**config.mk**
```make
export PLATFORM = sky130hd
export DESIGN_NAME = usp_serial_port
export DESIGN_NICKNAME = d
export VERILOG_FILES = /design/src/shared/usp_pkg.sv /design/src/rtl/usp_bit_sampler.sv /design/src/rtl/usp_serial_port.sv
export SDC_FILE = /design/constraint.sdc
export NUM_CORES = 1
export LEC_CHECK = 0
export ABC_AREA = 0
export BUFFER_PORTS_ARGS = -buffer_cell sky130_fd_sc_hd__buf_4
export CAP_MARGIN = 20
export CORE_MARGIN = 2
export CORE_UTILIZATION = 63
export CTS_BUF_LIST = sky130_fd_sc_hd__clkbuf_4 sky130_fd_sc_hd__clkbuf_8 sky130_fd_sc_hd__clkbuf_16
export DETAILED_ROUTE_END_ITERATION = 10
export PLACE_DENSITY_LB_ADDON = 0.1
export SLEW_MARGIN = 10
export SYNTH_ARGS = -nofsm -noshare
export SYNTH_HDL_FRONTEND = slang
export SYNTH_SLANG_ARGS = --single-unit
```
**constraint.sdc**
```tcl
create_clock -name pclk -period 4.4 [get_ports pclk]
set_input_delay 0.22 -clock pclk [delete_from_list [all_inputs] [get_ports pclk]]
set_output_delay 0.22 -clock pclk [all_outputs]
set_load 0.005 [all_outputs]
```
**src/shared/usp_pkg.sv**
```systemverilog
// Purpose: Constants, modes and carriers of the serial port
// Assumes: APB with byte addresses, 32-bit data
// Notes: Register layouts follow the control register bit order

// ==========================================================
// Package
package usp_pkg;

    // ==========================================================
    // Register map
    localparam logic [11:0] CTRL_OFS = 12'h098;
    localparam logic [11:0] DATA_OFS = 12'h09c;
    localparam logic [11:0] PWR_OFS = 12'h0a0;
    localparam logic [11:0] BAUD_OFS = 12'h0a4;

    // ==========================================================
    // Reset values
    localparam logic [7:0] CTRL_RST = 8'h00;
    localparam logic PWR_BIT_RST = 1'b0;
    localparam logic [15:0] BAUD_RST = 16'h0000;
    localparam logic [10:0] TX_SH_RST = 11'h7ff;

    // ==========================================================
    // Field positions
    localparam int unsigned CTRL_TOP_BIT = 7;
    localparam int unsigned PWR_VIEW_BIT = 6;
    localparam int unsigned PWR_DOUBLE_BIT = 7;

    // ==========================================================
    // Timing counts
    localparam logic [3:0] SAMP_FIRST = 4'h7;
    localparam logic [3:0] SAMP_SECOND = 4'h8;
    localparam logic [3:0] SAMP_THIRD = 4'h9;
    localparam logic [3:0] BIT_LAST_STATE = 4'hf;
    localparam logic [2:0] SHIFT_DIV_LAST = 3'h5;
    localparam logic [2:0] SHIFT_PRE_RISE = 3'h2;
    localparam logic [2:0] SHIFT_RISE = 3'h3;
    localparam logic [15:0] FIX_LIM_SLOW = 16'h0001;
    localparam logic [15:0] FIX_LIM_FAST = 16'h0000;

    // ==========================================================
    // Frame lengths
    localparam logic [3:0] SYNC_BITS = 4'h8;
    localparam logic [3:0] FRAME8_BITS = 4'ha;
    localparam logic [3:0] FRAME9_BITS = 4'hb;

    // ==========================================================
    // Modes
    typedef enum logic [1:0]
    {
        MODE_SHIFT = 2'b00,
        MODE_UART8 = 2'b01,
        MODE_UART9_FIX = 2'b10,
        MODE_UART9_VAR = 2'b11
    } usp_mode_type;

    // ==========================================================
    // Carriers
    typedef struct packed
    {
        logic mode_select_hi;
        logic mode_select_lo;
        logic multiproc_gate;
        logic rx_enable;
        logic tx_ninth_bit;
        logic rx_ninth_bit;
        logic tx_done_flag;
        logic rx_done_flag;
    } usp_ctrl_type;

    typedef struct packed
    {
        logic valid;
        logic value;
    } usp_bit_type;

endpackage

```
**src/rtl/usp_bit_sampler.sv**
```systemverilog
// Purpose: Divide-by-16 bit timer with three-sample majority vote
// Assumes: tick is one pclk cycle wide at 16x the bit rate
// Notes: Result pulses one cycle after the third sample

`timescale 1ns/100ps
module usp_bit_sampler (
    input wire logic pclk,
    input wire logic presetn,
    input wire logic restart,
    input wire logic tick,
    input wire logic line,
    output usp_pkg::usp_bit_type bit_o
);
    import usp_pkg::*;

    logic [3:0] cnt_q;
    logic [1:0] samp_q;
    usp_bit_type bit_q;

    // ==========================================================
    // Bit-time counter
    always_ff @(posedge pclk or negedge presetn)
    begin
        if (!presetn)
            cnt_q <= 4'h0;
        else if (restart)
            cnt_q <= 4'h0;
        else if (tick)
            cnt_q <= cnt_q + 4'h1;
    end

    // ==========================================================
    // Samples and vote
    always_ff @(posedge pclk or negedge presetn)
    begin
        if (!presetn)
        begin
            samp_q <= 2'b00;
            bit_q <= '0;
        end
        else
        begin
            bit_q.valid <= 1'b0;
            if (restart)
                samp_q <= 2'b00;
            else if (tick)
            begin
                if (cnt_q == SAMP_FIRST)
                    samp_q[0] <= line;
                if (cnt_q == SAMP_SECOND)
                    samp_q[1] <= line;
                if (cnt_q == SAMP_THIRD)
                begin
                    bit_q.valid <= 1'b1;
                    bit_q.value <= (samp_q[0] & samp_q[1]) | (samp_q[0] & line)
                        | (samp_q[1] & line);
                end
            end
        end
    end

    assign bit_o = bit_q;

endmodule

```
**src/rtl/usp_serial_port.sv**
```systemverilog
// Purpose: Serial port with shift-register and UART modes behind APB
// Assumes: rxd_i synchronous to pclk; zero-wait APB slave
// Notes: Variable rate comes from the baud divider register
//
// Chosen here: the APB interface to the registers.

`timescale 1ns/100ps
module usp_serial_port (
    input wire logic pclk,
    input wire logic presetn,
    input wire logic psel,
    input wire logic penable,
    input wire logic pwrite,
    input wire logic [11:0] paddr,
    input wire logic [31:0] pwdata,
    output logic [31:0] prdata,
    output logic pready,
    output logic pslverr,
    input wire logic rxd_i,
    output logic rxd_o,
    output logic rxd_oe,
    output logic txd_o
);
    import usp_pkg::*;

    typedef enum logic [1:0] {TX_IDLE, TX_ASYNC, TX_SYNC} usp_tx_state_type;
    typedef enum logic {RX_IDLE, RX_FRAME} usp_rx_state_type;

    usp_ctrl_type ctrl_q;
    usp_mode_type mode;
    usp_tx_state_type tx_state_q;
    usp_rx_state_type rx_state_q;
    usp_bit_type bit_s;
    logic frame_error_flag_q;
    logic view_q;
    logic double_q;
    logic [15:0] baud_q;
    logic [15:0] baud_cnt_q;
    logic [15:0] tick_lim;
    logic samp_tick;
    logic [7:0] rbuf_q;
    logic [31:0] prdata_q;
    logic [31:0] rd_word;
    logic addr_hit;
    logic wr_acc;
    logic wr_ctrl;
    logic wr_data;
    logic wr_pwr;
    logic wr_baud;
    logic [10:0] tx_sh_q;
    logic [3:0] tx_cnt_q;
    logic [3:0] tx_div_q;
    logic [2:0] sync_div_q;
    logic sync_rx_q;
    logic txd_q;
    logic rxo_q;
    logic rxoe_q;
    logic tx_bound;
    logic sync_end;
    logic sync_start;
    logic tx_set;
    logic sync_take;
    logic async_mode;
    logic rx_prev_q;
    logic [8:0] rx_sh_q;
    logic [3:0] rx_idx_q;
    logic [3:0] rx_last;
    logic rx_start;
    logic rx_final;
    logic rx_nine;
    logic async_take;
    logic frame_err_set;
    logic rx_take;
    logic [7:0] rx_data;

    // ==========================================================
    // Mode decode
    assign mode = usp_mode_type'({ctrl_q.mode_select_hi, ctrl_q.mode_select_lo});
    assign async_mode = (mode != MODE_SHIFT);

    // ==========================================================
    // APB slave
    assign pready = 1'b1;
    assign addr_hit = (paddr == CTRL_OFS) || (paddr == DATA_OFS)
        || (paddr == PWR_OFS) || (paddr == BAUD_OFS);
    assign pslverr = psel & penable & ~addr_hit;
    assign wr_acc = psel & penable & pwrite;
    assign wr_ctrl = wr_acc && (paddr == CTRL_OFS);
    assign wr_data = wr_acc && (paddr == DATA_OFS);
    assign wr_pwr = wr_acc && (paddr == PWR_OFS);
    assign wr_baud = wr_acc && (paddr == BAUD_OFS);

    always_comb
    begin
        rd_word = 32'h0000_0000;
        unique case (paddr)
            CTRL_OFS:
            begin
                rd_word[7:0] = ctrl_q;
                rd_word[CTRL_TOP_BIT] = view_q ? frame_error_flag_q : ctrl_q.mode_select_hi;
            end
            DATA_OFS:
                rd_word[7:0] = rbuf_q;
            PWR_OFS:
            begin
                rd_word[PWR_VIEW_BIT] = view_q;
                rd_word[PWR_DOUBLE_BIT] = double_q;
            end
            BAUD_OFS:
                rd_word[15:0] = baud_q;
            default:
                rd_word = 32'h0000_0000;
        endcase
    end

    always_ff @(posedge pclk or negedge presetn)
    begin
        if (!presetn)
            prdata_q <= 32'h0000_0000;
        else if (psel && !penable && !pwrite)
            prdata_q <= rd_word;
    end

    assign prdata = prdata_q;

    // ==========================================================
    // Power control and baud divider
    always_ff @(posedge pclk or negedge presetn)
    begin
        if (!presetn)
        begin
            view_q <= PWR_BIT_RST;
            double_q <= PWR_BIT_RST;
            baud_q <= BAUD_RST;
        end
        else
        begin
            if (wr_pwr)
            begin
                view_q <= pwdata[PWR_VIEW_BIT];
                double_q <= pwdata[PWR_DOUBLE_BIT];
            end
            if (wr_baud)
                baud_q <= pwdata[15:0];
        end
    end

    // ==========================================================
    // Control register
    always_ff @(posedge pclk or negedge presetn)
    begin
        if (!presetn)
            ctrl_q <= usp_ctrl_type'(CTRL_RST);
        else
        begin
            if (wr_ctrl)
            begin
                if (!view_q)
                    ctrl_q.mode_select_hi <= pwdata[CTRL_TOP_BIT];
                ctrl_q[6:0] <= pwdata[6:0];
            end
            if (tx_set)
                ctrl_q.tx_done_flag <= 1'b1;
            if (rx_take)
                ctrl_q.rx_done_flag <= 1'b1;
            if (async_take)
                ctrl_q.rx_ninth_bit <= rx_nine;
        end
    end

    always_ff @(posedge pclk or negedge presetn)
    begin
        if (!presetn)
            frame_error_flag_q <= 1'b0;
        else if (frame_err_set)
            frame_error_flag_q <= 1'b1;
        else if (wr_ctrl && view_q)
            frame_error_flag_q <= pwdata[CTRL_TOP_BIT];
    end

    always_ff @(posedge pclk or negedge presetn)
    begin
        if (!presetn)
            rbuf_q <= 8'h00;
        else if (rx_take)
            rbuf_q <= rx_data;
    end

    // ==========================================================
    // Sample tick at 16x bit rate
    assign tick_lim = (mode == MODE_UART9_FIX) ? (double_q ? FIX_LIM_FAST : FIX_LIM_SLOW)
        : baud_q;
    assign samp_tick = (baud_cnt_q >= tick_lim);

    always_ff @(posedge pclk or negedge presetn)
    begin
        if (!presetn)
            baud_cnt_q <= 16'h0000;
        else if (samp_tick)
            baud_cnt_q <= 16'h0000;
        else
            baud_cnt_q <= baud_cnt_q + 16'h0001;
    end

    // ==========================================================
    // Transmitter and shift-mode engine
    assign tx_bound = samp_tick && (tx_div_q == BIT_LAST_STATE);
    assign sync_end = (sync_div_q == SHIFT_DIV_LAST);
    assign sync_start = (tx_state_q == TX_IDLE) && !async_mode && ctrl_q.rx_enable
        && !ctrl_q.rx_done_flag && !wr_data;
    assign tx_set = ((tx_state_q == TX_ASYNC) && tx_bound && (tx_cnt_q == 4'h2))
        || ((tx_state_q == TX_SYNC) && !sync_rx_q && sync_end && (tx_cnt_q == 4'h1));
    assign sync_take = (tx_state_q == TX_SYNC) && sync_rx_q && sync_end
        && (tx_cnt_q == 4'h1);

    always_ff @(posedge pclk or negedge presetn)
    begin
        if (!presetn)
        begin
            tx_state_q <= TX_IDLE;
            tx_sh_q <= TX_SH_RST;
            tx_cnt_q <= 4'h0;
            tx_div_q <= 4'h0;
            sync_div_q <= 3'h0;
            sync_rx_q <= 1'b0;
            txd_q <= 1'b1;
            rxo_q <= 1'b1;
            rxoe_q <= 1'b0;
        end
        else if (wr_data)
        begin
            tx_div_q <= 4'h0;
            sync_div_q <= 3'h0;
            txd_q <= 1'b0;
            if (!async_mode)
            begin
                tx_state_q <= TX_SYNC;
                sync_rx_q <= 1'b0;
                tx_sh_q <= {3'b111, pwdata[7:0]};
                tx_cnt_q <= SYNC_BITS;
                rxo_q <= pwdata[0];
                rxoe_q <= 1'b1;
            end
            else
            begin
                tx_state_q <= TX_ASYNC;
                if (mode == MODE_UART8)
                begin
                    tx_sh_q <= {2'b11, pwdata[7:0], 1'b0};
                    tx_cnt_q <= FRAME8_BITS;
                end
                else
                begin
                    tx_sh_q <= {1'b1, ctrl_q.tx_ninth_bit, pwdata[7:0], 1'b0};
                    tx_cnt_q <= FRAME9_BITS;
                end
                rxoe_q <= 1'b0;
            end
        end
        else
        begin
            unique case (tx_state_q)
                TX_IDLE:
                begin
                    if (sync_start)
                    begin
                        tx_state_q <= TX_SYNC;
                        sync_rx_q <= 1'b1;
                        tx_cnt_q <= SYNC_BITS;
                        sync_div_q <= 3'h0;
                        txd_q <= 1'b0;
                        rxoe_q <= 1'b0;
                    end
                end
                TX_ASYNC:
                begin
                    if (samp_tick)
                        tx_div_q <= tx_div_q + 4'h1;
                    if (tx_bound)
                    begin
                        tx_sh_q <= {1'b1, tx_sh_q[10:1]};
                        tx_cnt_q <= tx_cnt_q - 4'h1;
                        txd_q <= tx_sh_q[1];
                        if (tx_cnt_q == 4'h1)
                        begin
                            tx_state_q <= TX_IDLE;
                            txd_q <= 1'b1;
                        end
                    end
                end
                TX_SYNC:
                begin
                    sync_div_q <= sync_end ? 3'h0 : sync_div_q + 3'h1;
                    if (sync_div_q == SHIFT_PRE_RISE)
                        txd_q <= 1'b1;
                    if (sync_rx_q && (sync_div_q == SHIFT_RISE))
                        tx_sh_q[7:0] <= {rxd_i, tx_sh_q[7:1]};
                    if (sync_end)
                    begin
                        txd_q <= 1'b0;
                        tx_cnt_q <= tx_cnt_q - 4'h1;
                        if (!sync_rx_q)
                        begin
                            tx_sh_q <= {1'b1, tx_sh_q[10:1]};
                            rxo_q <= tx_sh_q[1];
                        end
                        if (tx_cnt_q == 4'h1)
                        begin
                            tx_state_q <= TX_IDLE;
                            txd_q <= 1'b1;
                            rxo_q <= 1'b1;
                            rxoe_q <= 1'b0;
                        end
                    end
                end
            endcase
        end
    end

    assign txd_o = txd_q;
    assign rxd_o = rxo_q;
    assign rxd_oe = rxoe_q;

    // ==========================================================
    // Asynchronous receiver
    assign rx_start = (rx_state_q == RX_IDLE) && async_mode && ctrl_q.rx_enable
        && samp_tick && rx_prev_q && !rxd_i;
    assign rx_last = (mode == MODE_UART8) ? FRAME8_BITS - 4'h1 : FRAME9_BITS - 4'h1;
    assign rx_final = (rx_state_q == RX_FRAME) && ctrl_q.rx_enable && async_mode
        && bit_s.valid && (rx_idx_q == rx_last);
    assign rx_nine = (mode == MODE_UART8) ? bit_s.value : rx_sh_q[8];
    assign async_take = rx_final && !ctrl_q.rx_done_flag
        && (!ctrl_q.multiproc_gate || rx_nine);
    assign frame_err_set = rx_final && !bit_s.value;
    assign rx_take = async_take || sync_take;
    assign rx_data = sync_take ? tx_sh_q[7:0]
        : ((mode == MODE_UART8) ? rx_sh_q[8:1] : rx_sh_q[7:0]);

    usp_bit_sampler u_sampler (
        .pclk(pclk),
        .presetn(presetn),
        .restart(rx_start),
        .tick(samp_tick),
        .line(rxd_i),
        .bit_o(bit_s)
    );

    always_ff @(posedge pclk or negedge presetn)
    begin
        if (!presetn)
            rx_prev_q <= 1'b1;
        else if (samp_tick)
            rx_prev_q <= rxd_i;
    end

    always_ff @(posedge pclk or negedge presetn)
    begin
        if (!presetn)
        begin
            rx_state_q <= RX_IDLE;
            rx_sh_q <= 9'h000;
            rx_idx_q <= 4'h0;
        end
        else
        begin
            unique case (rx_state_q)
                RX_IDLE:
                begin
                    if (rx_start)
                    begin
                        rx_state_q <= RX_FRAME;
                        rx_idx_q <= 4'h0;
                    end
                end
                RX_FRAME:
                begin
                    if (!ctrl_q.rx_enable || !async_mode)
                        rx_state_q <= RX_IDLE;
                    else if (bit_s.valid)
                    begin
                        if ((rx_idx_q == 4'h0) && bit_s.value)
                            rx_state_q <= RX_IDLE;
                        else if (rx_idx_q == rx_last)
                            rx_state_q <= RX_IDLE;
                        else
                        begin
                            rx_idx_q <= rx_idx_q + 4'h1;
                            if (rx_idx_q != 4'h0)
                                rx_sh_q <= {bit_s.value, rx_sh_q[8:1]};
                        end
                    end
                end
            endcase
        end
    end

endmodule

```
---- Word level (Yosys, flattened, before mapping) ----
Cells that the tools add are included.
Widths: inputs -> output; s select.
operators by class
  bitwise operators ....................... 15
  mux-type cells .......................... 90
  reduce and logical (&&, ||, !) cells .... 85
  $add $sub $neg .......................... 6
  equality and inequality tests ........... 31
  magnitude comparators ................... 1
operators with widths
  cell                   number
  $mux 4                 14
  $eq 12x8->1 const B    4
  $mux 11                4
  $mux 1                 37
  $logic_and 1x1->1      34
  $mux 16                2
  $mux 8                 4
  $reduce_bool 2->1      14
  $mux 2                 13
  $pmux 11 s2            1
  $mux 10                2
  $pmux 6 s3             1
  $add 16x1->16 const B  1
  $ge 16x16->1           1
  $add 4x1->4 const B    3
  $eq 4x4->1 const B     3
  $mux 3                 4
  $ne 3x3->1 const B     4
  $pmux 4 s3             1
  $reduce_and 2->1       6
  $reduce_and 3->1       4
  $reduce_and 4->1       3
  $logic_not 1->1        10
  $ne 2x2->1 const B     5
  other kinds (29)       53
word-level totals
  output and inout port bits .............. 37
  bits in registers ....................... 118
  input port bits ......................... 50
  word-level logic and storage cells ...... 262

---- Logic depth before layout (Yosys ltp) ----
  word-level depth ........................ 9
  depth in mapped cells ................... 12
  depth with buffers taken out ............ 11

---- Modules after synthesis ----
From an unflattened synthesis, not the netlist that was laid out.
second synthesis, totals
  cell total of the unflattened synthesis .. 661
  area, all modules ....................... 6670.1 µm²
by module, submodules not included
  module           seq. area each (µm²)  instances  cells each  area each (µm²)
  usp_serial_port  2770.2                1          627         6266.0
  usp_bit_sampler  200.2                 1          34          404.1

---- Worst setup path after synthesis ----
Ideal clock, no wire load.
  kind .................................... register to register
  start point ............................. register ctrl_q[7] in the netlist's numbering
  end point ............................... register tx_sh_q[7]
  library setup time ...................... 0.085 ns
  data required time ...................... 4.315 ns
  arrival ................................. 2.933 ns
  stages on the path, launching flop included .. 12
  buffers on the path ..................... 1
  setup slack ............................. 1.382 ns
  clock period less this slack ............ 3.018 ns
  path through ............................ dfrtp_1 -> clkbuf_1 -> nand2_1 -> nand2_1 -> o21ai_0 -> ha_1 -> nand2b_1 -> a2111o_1 -> a32oi_1 -> nand3_1 -> a311o_1 -> mux2_1
between the ends
  longest elaborated chain between the ends .. 6
  elaborated cells between the ends (all ways) .. 9
  those cells by class .................... order compare (1); eq/ne (2); mux (3); reduce/logical (3)
RTL lines
  item                               line                    RTL
  start: declaration                 usp_serial_port.sv:29   usp_ctrl_type ctrl_q;
  start signal: assignment           usp_serial_port.sv:153  ctrl_q <= usp_ctrl_type'(CTRL_RST);
  $eq 2x2->1                         usp_serial_port.sv:191  assign tick_lim = (mode == MODE_UART9_FIX) ? (double_q ? FIX_LIM_FAST : FIX_LIM_SLOW)
  $mux 16                            usp_serial_port.sv:191
  $ge 16x16->1                       usp_serial_port.sv:193  assign samp_tick = (baud_cnt_q >= tick_lim);
  $logic_and 1x1->1                  usp_serial_port.sv:207  assign tx_bound = samp_tick && (tx_div_q == BIT_LAST_STATE);
  $ne 3x3->1 (no source line)        n/a
  $reduce_and 2->1 (no source line)  n/a
  end signal: assignment             usp_serial_port.sv:239  tx_sh_q <= {3'b111, pwdata[7:0]};
  end signal: assignment             usp_serial_port.sv:249  tx_sh_q <= {2'b11, pwdata[7:0], 1'b0};
  end signal: assignment             usp_serial_port.sv:254  tx_sh_q <= {1'b1, ctrl_q.tx_ninth_bit, pwdata[7:0], 1'b0};
  end: declaration                   usp_serial_port.sv:50   logic [10:0] tx_sh_q;
Several ways; a longest one is shown, not always the timed one.
A chain may end at the register's enable or synchronous reset.

---- Worst setup path in the final report ----
  start point ............................. register ctrl_q[6] in the netlist's numbering
  end point ............................... register tx_sh_q[7]
The elaborated chain is that of the path after synthesis.

==> flow_summary_export.csv <==
group,metric,value,unit
pwr,irDropWorstVdd,0.345,mV
yosys,syn_inst,697,
final_layout,final_cell_mix,"nand2_1 (108), dfrtp_1 (104), buf_4 (58), o21ai_0 (54), nor2_1 (50)",
sta,hold_viol_final,0,
global_route,track_usage,0.304,
routing,routed_wl,16500,um
cts,path_clk_slew,0.06,ns
sta,finalMaxSlewViolations,0,
yosys,synth.cell_area,6750,um^2
floorplanning,core,10400,um^2
sta,finalSetupTns,0,ns
cts,root_buffer,"clkbuf_8",
critical_path,start_kind,"flop",
floorplanning,io_pins,87,
critical_path,critical_path.max_fanout,17,
critical_path,critPathRequiredTime,4.86,ns
yosys,seq_area_frac_synth,0.440,
critical_path,cp_num_buf_inv,1,
cts,cts_buffer_depth,2,
global_route,grt_start_max_net_pins,78,
run,maxCapViolCount,0,
cts,cts_made_buffers,17,
routing,drtIter0Drc,493,
routing,firstDrtPassIters,5,
sta,timing.fmax,0.272,GHz
sta,rsz0062_at_grt,"no",
yosys,synth_top_area_cell,"dfrtp_1",
sta,relSlewSlack,0.272,
critical_path,arrival,4.14,ns
final_layout,antenna-diode-count,0,
cts,worstSkewPairLatency,0.54,ns
yosys,ys.warnings.count,0,
critical_path,cpPeakStageDelay,0.51,ns
routing,num_vias,5503,
yosys,synth_cell_types,67,
sta,worst_pin_slew,1.08,ns
global_route,antenna_found_initial,0,
critical_path,cp-end-kind,"flop",
final_layout,final_cell_count_no_fill,909,
cts,clock_sinks,118,
place,dp_hpwl,11500,um
final_layout,drive_gt1_frac,0.210,
place,dp.cells,861,
sta,setup_violations,0,
place,gp_congestion,0.933,
final_layout,layout_commonest_cell,"nand2_1",
critical_path,cp_top_family,"compound AO/OA/AOI/OAI gates",
critical_path,crit_top_cell,"nand2_1",
place,portBuffers,53,
global_route,grt_util_met2,0.494,
final_layout,final_nets,843,
yosys,ys_seq_elements,118,
pwr,leakagePower,3.63,nW
global_route,overflow,0,
yosys,synthArstFlopShare,1.00,
routing,ant_nets,0,
global_route,top_usage_layer,"met2",
cts,cts_tree,"done",
routing,drc,0,
floorplanning,die_w,107,um
sta,fin_crit_sh,0.836,
routing,avgRoutedWirePerCell,18.2,um
cts,htreeDepth,4,
floorplanning,initial_core_util,0.651,
pwr,powerDensity,430,nW/um^2
critical_path,critPathKind,"flop to flop",
final_layout,area_growth,16.4,%
cts,post_cts_resized,0,
floorplanning,die_area,11600,um^2
worst_hold_path,hold_class,"primary input to flop",
outcome,status,"finished, final reports clean",
global_route,met3_usage,0.0678,
routing,via_per_inst,6.05,
sta,finClkSkew,0.00596,ns
floorplanning,dieHeight,107,um
sta,min_period,3.68,ns
yosys,synth_top_cell_area_share,0.386,
critical_path,crit_chain,"inv_1, nand2_1, nand2_1, o21ai_0, ha_1, nand2b_1, a2111o_1, a32oi_1, nand3_1, a311o_1, mux2_1",
global_route,grt_pass1_wl,27100,um
floorplanning,num_rows,37,
critical_path,slowest_stage,"a32oi_1",
yosys,synth_edf_count,0,
global_route,use_met1,0.407,
yosys,synth_top_flop_cell,"dfrtp_1",
yosys,post_synth.cell_area_avg,9.68,um^2
yosys,synthTopCellsByArea,"dfrtp_1 (39%), mux2_2 (7.7%), nand2_1 (6.0%)",
global_route,grt_pass1_vias,5426,
-- through the flow --
stage | hold slack [ns] | util | total power [mW] | area [um^2] | setup WS, ns
after floorplan | -0.0756 | - | 1.90 | 6800 | 1.38
after global placement | 0.426 | 0.689 | 2.08 | 7150 | 0.863
after detailed placement | 0.437 | 0.689 | 2.13 | 7150 | 0.746
after CTS | 0.144 | 0.757 | 3.36 | 7850 | 0.730
after global routing | 0.181 | 0.757 | 3.54 | 7850 | 0.404
final | 0.156 | 0.757 | 3.38 | 7850 | 0.723
-- cells in the mapped netlist (3+ instances only) --
master and instances:
nand3b_1 4, or3_1 4, o22ai_1 4, xnor2_1 8, buf_6 4, a221oi_1 3
xor2_1 9, mux2_2 46, a211oi_1 3, a21oi_1 26, mux2i_1 29, and3_1 6
dfstp_2 14, buf_4 18, dfrtp_1 104, o21ai_0 54, clkbuf_1 17, nor3_1 9
a32o_1 7, nand2_1 108, inv_1 23, o31ai_1 3, a2bb2oi_1 6, and4_1 3
o211ai_1 3, nor2_1 50, nand4_1 9, a22o_1 3, nor2b_1 7, and2_1 6
nand2b_1 7, buf_2 4, nand3_1 21, ha_1 30
-- logic make-up after synthesis --
group	after synthesis	share of synthesized area
mux	77	0.123
fa+ha+maj	31	0.0571
buf+inv	68	0.0530
other cells	2	0.00111
flops	118	0.440
xor+xnor	17	0.0221
simple gates	248	0.172
compound gates	136	0.131
-- registers in the layout (all words and copies together) (netlist names), 2 cells and up --
name / count
baud_cnt_q: 16
baud_q: 16
prdata: 16
tx_sh_q: 11
rx_sh_q: 9
ctrl_q: 8
rbuf_q: 8
rx_idx_q: 4
tx_cnt_q: 4
tx_div_q: 4
u_sampler.cnt_q: 4
sync_div_q: 3
tx_state_q: 2
u_sampler.bit_o: 2
u_sampler.samp_q: 2
-- power breakdown --
group / switching, mW / internal (mW)
combinational: 0.434 / 0.331
sequential: 0.139 / 1.25
clock: 0.468 / 0.754
-- timing repair --
| item | in CTS | in global routing |
|---|---|---|
| endpoints found under the hold margin | 97 | 0 |
| setup buffers | 0 | 0 |
| hold buffers | 18 | 0 |
| setup endpoints to repair | 0 | 0 |
-- final timing paths --
check,from,to,slack (ns),depth (start not counted)
worst max-delay path,ctrl_q[6],tx_sh_q[7],0.72,11
worst min-delay path,paddr[0],sync_div_q[2],0.16,4
worst max register to register,ctrl_q[6],tx_sh_q[7],0.72,11
worst min register to register,rx_prev_q,rx_prev_q,0.47,2
max in group asynchronous,presetn,tx_sh_q[3],2.89,3
min in group asynchronous,presetn,baud_cnt_q[13],0.37,2
-- per-layer routing --
| metal | vias to the layer above | wire (um) |
|---|---|---|
| li1 | 2561 | - |
| met3 | 25 | 1110 |
| met5 | - | 0 |
| met1 | 2705 | 7110 |
| met4 | 0 | 214 |
| met2 | 212 | 8090 |
-- cell type report --
type                            count  area [um^2]
Multi-Input combinational cell    526         3490
Sequential cell                   118         2970
Fill cell                         722         2520
Timing Repair Buffer               77          623
Clock buffer                       24          492
Tap cell                          136          170
Inverter                           23         86.3
Clock inverter                      5         25.0
-- worst reg2reg max path: stages, from the launching register on --
cell      delay [ns]
dfrtp_1         0.41
inv_1           0.11
nand2_1         0.32
nand2_1         0.17
o21ai_0         0.10
ha_1            0.28
nand2b_1        0.15
a2111o_1        0.43
a32oi_1         0.51
nand3_1         0.27
a311o_1         0.51
mux2_1          0.35
Note: power is estimated with default switching activity, not from simulation.
